--- config.mk ---
export PLATFORM = sky130hd
export DESIGN_NAME = sdram_mode_dll_off_control
export DESIGN_NICKNAME = d
export VERILOG_FILES = /design/src/inc/sdram_mode_pkg.sv /design/src/sdram_mode_dll_off_control.sv /design/src/latency_line.sv
export SDC_FILE = /design/constraint.sdc
export NUM_CORES = 1
export LEC_CHECK = 0
export BUFFER_PORTS_ARGS = -buffer_cell sky130_fd_sc_hd__buf_2
export CAP_MARGIN = 20
export CORE_ASPECT_RATIO = 1.25
export CORE_MARGIN = 10
export CORE_UTILIZATION = 35
export CTS_CLUSTER_DIAMETER = 30
export DETAILED_ROUTE_END_ITERATION = 6
export PLACE_DENSITY_LB_ADDON = 0.1
export SKIP_LAST_GASP = 1
export SYNTH_ARGS = -nofsm -noshare
export SYNTH_HDL_FRONTEND = slang
export SYNTH_SLANG_ARGS = --single-unit
--- constraint.sdc ---
create_clock -name clk_i -period 9.2 [get_ports clk_i]
set_clock_uncertainty 0.05 [all_clocks]
set_input_delay 0.92 -clock clk_i [delete_from_list [all_inputs] [get_ports clk_i]]
set_output_delay 0.92 -clock clk_i [all_outputs]
set_load 0.02 [all_outputs]
--- src/inc/sdram_mode_pkg.sv ---
/*
  Constants, field positions and carrier types for the mode-register,
  calibration-pattern and DLL-off control block of a DDR3 memory device.
  Assumes one command clock shared with the controller and a Wishbone
  classic master for the status and control registers.
*/
package sdram_mode_pkg;

  // ==========================================================
  // Carrier types
  typedef struct packed {
    logic        cs_n;
    logic        ras_n;
    logic        cas_n;
    logic        we_n;
    logic        cke;
    logic [2:0]  ba;
    logic [13:0] addr;
  } cmd_pins_type;

  typedef struct packed {
    logic        cyc;
    logic        stb;
    logic        we;
    logic [7:0]  adr;
    logic [3:0]  sel;
    logic [31:0] dat;
  } wb_req_type;

  typedef struct packed {
    logic        ack;
    logic [31:0] dat;
  } wb_rsp_type;

  // ==========================================================
  // Mode register fields (address pin positions)
  localparam int MR0_CL_LSB     = 4;
  localparam int MR0_DLL_RESET  = 8;
  localparam int MR1_DLL_OFF    = 0;
  localparam int MR1_AL_LSB     = 3;
  localparam int MR1_WLEVEL     = 7;
  localparam int MR2_KEEP_LSB   = 0;
  localparam int MR2_WCAS_LSB   = 3;
  localparam int MR2_AUTO_RATE  = 6;
  localparam int MR2_EXT_RATE   = 7;
  localparam int MR2_RTT_WR_LSB = 9;
  localparam int MR3_PAT_SEL    = 0;
  localparam int MR3_PAT_EN     = 2;
  localparam logic [13:0] MR_RESET = 14'h0000;

  // ==========================================================
  // Latency constants, in clock cycles, and the calibration pattern
  localparam logic [4:0] CL_BASE     = 5'h04;
  localparam logic [4:0] WCAS_BASE   = 5'h05;
  localparam logic [4:0] DLL_OFF_LAT = 5'h06;
  localparam int         LAT_DEPTH   = 32;
  localparam logic [9:0] DLL_LOCK_CYCLES = 10'h200;
  localparam logic [7:0] CAL_PATTERN = 8'h55;

  // ==========================================================
  // Wishbone register map (byte addresses)
  localparam logic [7:0] CTRL_OFS    = 8'h00;
  localparam logic [7:0] STATUS_OFS  = 8'h04;
  localparam logic [7:0] LATENCY_OFS = 8'h08;
  localparam logic [7:0] MR_BASE_OFS = 8'h20;
  localparam int CTRL_HOT_BIT  = 0;
  localparam int STAT_ILLEGAL  = 6;
  localparam int STAT_LOST_LSB = 8;

endpackage

--- src/sdram_mode_dll_off_control.sv ---
/*
  Mode-register behaviour of the memory device: second and third mode
  registers, command decode with no-operation and deselect, DLL-off
  operation, read and write latency timing and a Wishbone status port.
  Assumes command pins are driven by the controller on clk_i itself.
*/
// Local design decisions: the register offsets and the Wishbone slave port.
`timescale 1ns/1ps
`default_nettype none
module sdram_mode_dll_off_control (
  // Clock and reset
  input  wire logic                        clk_i,
  input  wire logic                        rst_i,
  // Command pins from the controller
  input  wire sdram_mode_pkg::cmd_pins_type cmd_i,
  // Register bus
  input  wire sdram_mode_pkg::wb_req_type   wb_i,
  output      sdram_mode_pkg::wb_rsp_type   wb_o,
  // Datapath timing
  output logic                             read_strobe_o,
  output logic                             read_from_pattern_o,
  output logic [7:0]                       read_pattern_o,
  output logic [1:0]                       pattern_sel_o,
  output logic                             write_capture_o,
  // Refresh, termination and DLL state
  output logic [7:0]                       refresh_bank_mask_o,
  output logic                             refresh_rate_ext_o,
  output logic [1:0]                       rtt_wr_o,
  output logic                             self_refresh_o,
  output logic                             dll_enabled_o,
  output logic                             dll_locked_o
);
  import sdram_mode_pkg::*;

  typedef struct packed {
    logic [3:0][13:0] mr;
    logic             sr;
    logic [9:0]       lock_cnt;
    logic             locked;
    logic [7:0]       lost;
    logic             illegal;
    logic             hot;
    logic             ack;
    logic [31:0]      rdat;
  } state_type;

  state_type st;
  state_type next_st;

  // ==========================================================
  // Command decode
  logic sel, mrs_cmd, ref_cmd, rd_cmd, wr_cmd, other_cmd;
  assign sel       = !cmd_i.cs_n;
  assign mrs_cmd   = sel && !cmd_i.ras_n && !cmd_i.cas_n && !cmd_i.we_n;
  assign ref_cmd   = sel && !cmd_i.ras_n && !cmd_i.cas_n && cmd_i.we_n;
  assign rd_cmd    = sel && cmd_i.ras_n && !cmd_i.cas_n && cmd_i.we_n && !st.sr;
  assign wr_cmd    = sel && cmd_i.ras_n && !cmd_i.cas_n && !cmd_i.we_n && !st.sr;
  // Anything selected that is not a no-operation
  assign other_cmd = sel && !(cmd_i.ras_n && cmd_i.cas_n && cmd_i.we_n);

  // ==========================================================
  // Mode fields and effective latencies
  logic       dll_off, pat_en, wlevel, sr_entry, sr_exit;
  logic [4:0] cl_prog, wcas_prog, cl, write_cas_delay, al, wl, rl;
  logic [2:0] partial_array_refresh;
  logic [7:0] bank_mask;
  assign dll_off  = st.mr[1][MR1_DLL_OFF];
  assign pat_en   = st.mr[3][MR3_PAT_EN];
  assign wlevel   = st.mr[1][MR1_WLEVEL];
  assign partial_array_refresh = st.mr[2][MR2_KEEP_LSB +: 3];
  assign cl_prog  = 5'(st.mr[0][MR0_CL_LSB +: 3]) + CL_BASE;
  assign wcas_prog = 5'(st.mr[2][MR2_WCAS_LSB +: 3]) + WCAS_BASE;
  // DLL-off has a single latency pair, both six
  assign cl       = dll_off ? DLL_OFF_LAT : cl_prog;
  assign write_cas_delay = dll_off ? DLL_OFF_LAT : wcas_prog;

  always_comb begin
    case (st.mr[1][MR1_AL_LSB +: 2])
      2'h1:    al = cl - 5'h01;
      2'h2:    al = cl - 5'h02;
      default: al = 5'h00;  // Disabled, and the reserved code
    endcase
  end

  assign wl = al + write_cas_delay;
  // DLL-off reads launch one edge earlier
  assign rl = al + cl - (dll_off ? 5'h01 : 5'h00);

  // Kept part of the array per partial refresh code
  always_comb begin
    case (partial_array_refresh)
      3'h1:    bank_mask = 8'h0F;
      3'h2:    bank_mask = 8'h03;
      3'h3:    bank_mask = 8'h01;
      3'h4:    bank_mask = 8'hFC;
      3'h5:    bank_mask = 8'hF0;
      3'h6:    bank_mask = 8'hC0;
      3'h7:    bank_mask = 8'h80;
      default: bank_mask = 8'hFF;
    endcase
  end

  // Self refresh starts on refresh with clock enable low, ends on it rising
  assign sr_entry = ref_cmd && !cmd_i.cke && !st.sr;
  assign sr_exit  = st.sr && cmd_i.cke;

  // ==========================================================
  // Register bus decode
  logic        wb_hit, wb_wr, wb_rd;
  logic [31:0] status, rd_val;
  assign wb_hit = wb_i.cyc && wb_i.stb && !st.ack;
  assign wb_wr  = wb_hit && wb_i.we && wb_i.sel[0];
  assign wb_rd  = wb_hit && !wb_i.we;
  assign status = {16'h0000, st.lost, 1'b0, st.illegal, refresh_rate_ext_o,
                   wlevel, pat_en, st.sr, st.locked, dll_enabled_o};

  always_comb begin
    if (wb_i.adr == CTRL_OFS) begin
      rd_val = {31'h0, st.hot};
    end else if (wb_i.adr == STATUS_OFS) begin
      rd_val = status;
    end else if (wb_i.adr == LATENCY_OFS) begin
      rd_val = {17'h0, rl, wl, cl};
    end else if (wb_i.adr[7:4] == MR_BASE_OFS[7:4] && wb_i.adr[1:0] == 2'h0) begin
      rd_val = {18'h0, st.mr[wb_i.adr[3:2]]};
    end else begin
      rd_val = 32'h0000_0000;  // Unmapped reads answer zero
    end
  end

  // ==========================================================
  // Next state
  always_comb begin
    next_st = st;
    // Reset bit is visible one cycle, then drops by itself
    next_st.mr[0][MR0_DLL_RESET] = 1'b0;
    // Apart from the self-clearing reset bit, only a register set aimed at a register changes it
    if (mrs_cmd && !st.sr) begin
      next_st.mr[cmd_i.ba[1:0]] = cmd_i.addr;
    end
    if (sr_entry) begin
      next_st.sr = 1'b1;
    end else if (sr_exit) begin
      next_st.sr = 1'b0;
    end
    // Rows outside the kept range are gone once self refresh starts
    if (sr_entry) begin
      next_st.lost = st.lost | ~bank_mask;
    end
    // Lock counts while the DLL is on and unlocked, restarting at a DLL reset; DLL-off or self refresh drops it
    if (st.mr[0][MR0_DLL_RESET] && !dll_off) begin
      next_st.lock_cnt = 10'h000;
      next_st.locked   = 1'b0;
    end else if (dll_off || st.sr) begin
      next_st.lock_cnt = 10'h000;
      next_st.locked   = 1'b0;
    end else if (!st.locked && st.lock_cnt != DLL_LOCK_CYCLES) begin
      next_st.lock_cnt = st.lock_cnt + 10'h001;
    end else begin
      next_st.locked = 1'b1;
    end
    // Software writes: sensor stand-in, write-one-to-clear flags
    if (wb_wr && wb_i.adr == CTRL_OFS) begin
      next_st.hot = wb_i.dat[CTRL_HOT_BIT];
    end
    if (wb_wr && wb_i.adr == STATUS_OFS) begin
      next_st.illegal = st.illegal & ~wb_i.dat[STAT_ILLEGAL];
      if (wb_i.sel[1]) begin
        next_st.lost = next_st.lost & ~wb_i.dat[STAT_LOST_LSB +: 8];
      end
    end
    // A forbidden command in pattern mode is flagged; set wins over clear
    if (pat_en && other_cmd && !rd_cmd && !mrs_cmd) begin
      next_st.illegal = 1'b1;
    end
    if (sr_entry) begin  // Entry beats a clear in the same cycle
      next_st.lost = next_st.lost | ~bank_mask;
    end
    // Ack for one cycle, then drop
    next_st.ack = wb_hit;
    if (wb_rd) begin
      next_st.rdat = rd_val;
    end
  end

  always_ff @(posedge clk_i) begin
    if (rst_i) begin
      st <= '{mr: {4{MR_RESET}}, default: '0};
    end else begin
      st <= next_st;
    end
  end

  // ==========================================================
  // Read and write timing lines; pattern mode tags each read
  logic rd_tag;

  latency_line #(.W(1), .DEPTH(LAT_DEPTH)) u_read_line (
    .clk_i   (clk_i),
    .rst_i   (rst_i),
    .start_i (rd_cmd),
    .lat_i   (rl),
    .tag_i   (pat_en),
    .pulse_o (read_strobe_o),
    .tag_o   (rd_tag)
  );

  latency_line #(.W(1), .DEPTH(LAT_DEPTH)) u_write_line (
    .clk_i   (clk_i),
    .rst_i   (rst_i),
    .start_i (wr_cmd),
    .lat_i   (wl),
    .tag_i   (1'b0),
    .pulse_o (write_capture_o),
    .tag_o   ()
  );

  // ==========================================================
  // Outputs
  assign read_from_pattern_o = read_strobe_o && rd_tag;
  assign read_pattern_o      = read_from_pattern_o ? CAL_PATTERN : 8'h00;
  // Select bits mean nothing while the pattern is off
  assign pattern_sel_o       = pat_en ? st.mr[3][MR3_PAT_SEL +: 2] : 2'h0;
  assign refresh_bank_mask_o = bank_mask;
  // Thermal sensor overrides the programmed rate in auto mode
  assign refresh_rate_ext_o  = st.mr[2][MR2_AUTO_RATE] ? st.hot
                                                       : st.mr[2][MR2_EXT_RATE];
  // Write leveling leaves only nominal termination
  assign rtt_wr_o            = wlevel ? 2'h0 : st.mr[2][MR2_RTT_WR_LSB +: 2];
  assign self_refresh_o      = st.sr;
  assign dll_enabled_o       = !dll_off && !st.sr;
  assign dll_locked_o        = st.locked;
  // One driver for the whole response word
  assign wb_o                = '{ack: st.ack, dat: st.rdat};
endmodule // sdram_mode_dll_off_control
`default_nettype wire

--- src/latency_line.sv ---
/*
  Variable-latency pulse line: a start pulse with a latency L comes out
  exactly L cycles later together with its tag.
  Assumes latency is at least 1 and below DEPTH; a later start that lands
  on an occupied slot merges into it.
*/
`timescale 1ns/1ps
`default_nettype none
module latency_line #(
  parameter int W     = 1,
  parameter int DEPTH = 32
) (
  // Clock and reset
  input  wire logic         clk_i,
  input  wire logic         rst_i,
  // Start side
  input  wire logic         start_i,
  input  wire logic [4:0]   lat_i,
  input  wire logic [W-1:0] tag_i,
  // Delayed side
  output logic              pulse_o,
  output logic [W-1:0]      tag_o
);
  typedef struct packed {
    logic [DEPTH-1:0]        v;
    logic [DEPTH-1:0][W-1:0] tag;
  } line_type;

  line_type st;
  line_type next_st;
  logic [DEPTH-1:0]        shift_v;
  logic [DEPTH-1:0][W-1:0] shift_tag;

  // ==========================================================
  // Each slot either takes a new start or the slot above it
  for (genvar i = 0; i < DEPTH; i++) begin : g_slot
    logic hit;
    assign hit = start_i && (lat_i == 5'(i + 1));
    if (i == DEPTH - 1) begin : g_top
      assign shift_v[i]   = hit;
      assign shift_tag[i] = hit ? tag_i : '0;
    end else begin : g_mid
      assign shift_v[i]   = hit | st.v[i+1];
      assign shift_tag[i] = hit ? tag_i : st.tag[i+1];
    end
  end

  always_comb begin
    next_st.v   = shift_v;
    next_st.tag = shift_tag;
  end

  always_ff @(posedge clk_i) begin
    if (rst_i) begin
      st <= '0;
    end else begin
      st <= next_st;
    end
  end

  assign pulse_o = st.v[0];
  assign tag_o   = st.tag[0];
endmodule // latency_line
`default_nettype wire

==> results.tsv <==
metric	value	unit
status	complete, no violations	
Avg Cell Area, Syn	9.29	sq um
initial DRC count	289	
Die X	160	um
clock share of power	43.3	%
Syn Inst Count	922	
Worst VDD drop	110	uV
worst hold stages	1	
share of cells above drive strength 1	15.7	%
RSZ-0062 raised after global routing	false	
most frequent cells in the layout	191 x dfxtp_1, 98 x nor2_1, 88 x mux2i_1	
max_slew headroom	45.8	%
Routed Antenna Nets	0	
die span in y	195	um
worst min path class	flop to flop	
worst skew pair latency	0.43	ns
vias after detailed routing	6447	
clock sinks	191	
ys async rst share	0	%
area grow syn2layout	12.1	%
post-CTS sizing	0	
routed length per instance	17.4	um
cell area after synthesis	8560	sq um
Die Area	31200	sq um
count of final hold-check violations	0	
part of the power in combinational logic	5.3	%
register share of total power	51.4	%
final core utilization	40.2	%
prevailing post-synth register cell	dfxtp_1	
Slew Limit Fails	0	
initial core utilization	35.9	%
Yosys reg bits	191	
Pwr per Cell Area	169	nW/um^2
Total Wirelength	22600	um
Critical Path Max Stage Delay	0.69	ns
routability cong.	0.794	
HPWL Detailed	16300	um
CP Cell Sequence	nor4_1, or4_1, ha_1, inv_1, ha_1, xnor2_1, nand3_1, a21oi_1, nand3_1, mux2i_1	
# setup viols final	0	
Post-CTS Hold Buffers	0	
Overflow after GRT	0	
Clk pin slew, worst setup/hold paths	0.07	ns
Port Buffers	85	
CP Launch Type	flop	
Core ar.	23900	sq um
max-capacitance violation count	0	
Critical Path End Type	flop	
TritonCTS clock tree	built	
CP max-delay cell	dfxtp_1	
Post-synth EDFFs	0	
WS Path Type	flop to flop	
sequential share of the synthesized area	44.6	%
CTS Buffer Depth	2	
Post-CTS Repair Setup Buffers	0	
crit-path max FO	16	
P_sw	394	uW
initial antenna violation count	0	
DRC violations left	0	
vias in the first global route	6402	
Sw Ratio	24.3	%
CTS root buf	clkbuf_16	
number of synthesis warnings	0	
Tcrit/Tclk final	42.4	%
nets	1054	
internal power	1.23	mW
most common cell after layout, fill and taps aside	dfxtp_1	
worst slew pin tran	0.807	ns
critical path arrival	4.16	ns
synth unique cells	63	
depth of the CTS H-tree	4	
largest net degree at the start of global routing	72	
setup TNS	0	ns
Total Routing Usage GR	14.2	%
static leakage power	4.11	nW
# IOs	131	
Vias/cell	4.95	
f_max	256	MHz
R2R cell count	10	
CP required	9.45	ns
first-pass GRT wire length	35800	um
drt pass-1 iters	5	
placement row count	63	
Final min period	3.90	ns
CTS Buf Count	17	
## cell usage after synthesis (7+ instances only)
cell type,n,area share [%]
mux2i_1,88,10
inv_1,58,2.5
or4_1,8,0.70
and3_1,8,0.58
nand3_1,20,1.2
o21ai_0,22,1.3
mux4_2,14,3.7
o2bb2ai_1,31,3.2
xor2_1,7,0.72
nor3_1,9,0.53
dfxtp_1,191,45
ha_1,17,2.5
clkbuf_1,39,1.7
nor2b_1,10,0.73
nor2_1,98,4.3
nand2_1,76,3.3
nand4_1,19,1.4
nand2b_1,11,0.80
a21oi_1,55,3.2
buf_4,43,3.8
or3_1,8,0.58
## through the flow
step           total power, mW  setup WS, ns  hold slack, ns  instances  instance area [sq um]
6_report                  1.62          5.30           0.374       1302                   9600
4_1_cts                   1.64          5.17           0.375       1300                   9570
3_3_place_gp             0.938          5.21           0.361       1268                   9010
2_1_floorplan            0.913          5.73           0.358        941                   8640
3_5_place_dp             0.939          5.13           0.365       1269                   9020
5_1_grt                   1.68          4.98           0.399       1301                   9600
## logic make-up after synthesis
kind of cell / count (synthesis) / share of synthesized area [%]
xor+xnor: 12 / 1.23
other cells: 1 / 0.0438
simple gates: 297 / 16.9
flops: 191 / 44.6
compound gates: 150 / 11.6
mux: 103 / 14.1
buf+inv: 149 / 8.49
fa+ha+maj: 19 / 2.95
## power groups by stage
stage                     Combinational, mW  Clock [mW]  Sequential (mW)
final                                0.0860       0.701            0.833
after global routing                 0.0949       0.751            0.834
after CTS                            0.0867       0.720            0.833
after detailed placement             0.0865           0            0.853
after global placement               0.0858           0            0.853
after floorplan                      0.0612           0            0.851
## critical path: cells and delay by family, from the launching register on
family / cells / cell delay (ns)
compound gates: 1 / 0.47
xor+xnor: 1 / 0.62
fa+ha+maj: 2 / 0.66
buf+inv: 1 / 0.04
flops: 1 / 0.69
mux: 1 / 0.17
simple gates: 4 / 1.08
## routing by layer
layer / vias to the layer above / part of all wire [%] / global-route usage, %
li1: 3220 / - / -
met1: 3111 / 44 / 17.0
met2: 100 / 51 / 24.9
met3: 16 / 4.0 / 3.17
met4: 0 / 1.1 / 3.90
met5: - / 0 / 0
## final cells by class
cell class                 instances  area [sq um]
antenna                            1          2.50
clock buffer                      22           474
clock inverter                     9          77.6
fill                            2463         14300
inverter                          60           225
multi-input combinational        601          4090
sequential                       191          3820
tap                              325           407
timing repair buffer              93           508
## path summary, 6_finish.rpt
check / start / endpoint / slack [ns]
worst max-delay path: dll_off / u_read_line.st[10] / 5.30
worst min-delay path: u_write_line.st[58] / u_write_line.st[57] / 0.37
worst max register to register: dll_off / u_read_line.st[10] / 5.30
worst min register to register: u_write_line.st[58] / u_write_line.st[57] / 0.37
## sequential cells by signal (all words and copies together) (netlist names)
name and count:
u_read_line.tag_o 1, st 71, self_refresh_o 1, partial_array_refresh 3, u_write_line.st 31, dll_locked_o 1
wb_o 17, u_write_line.pulse_o 1, u_read_line.st 62, pat_en 1, dll_off 1, u_read_line.pulse_o 1
(Power assumes the default switching activity.)
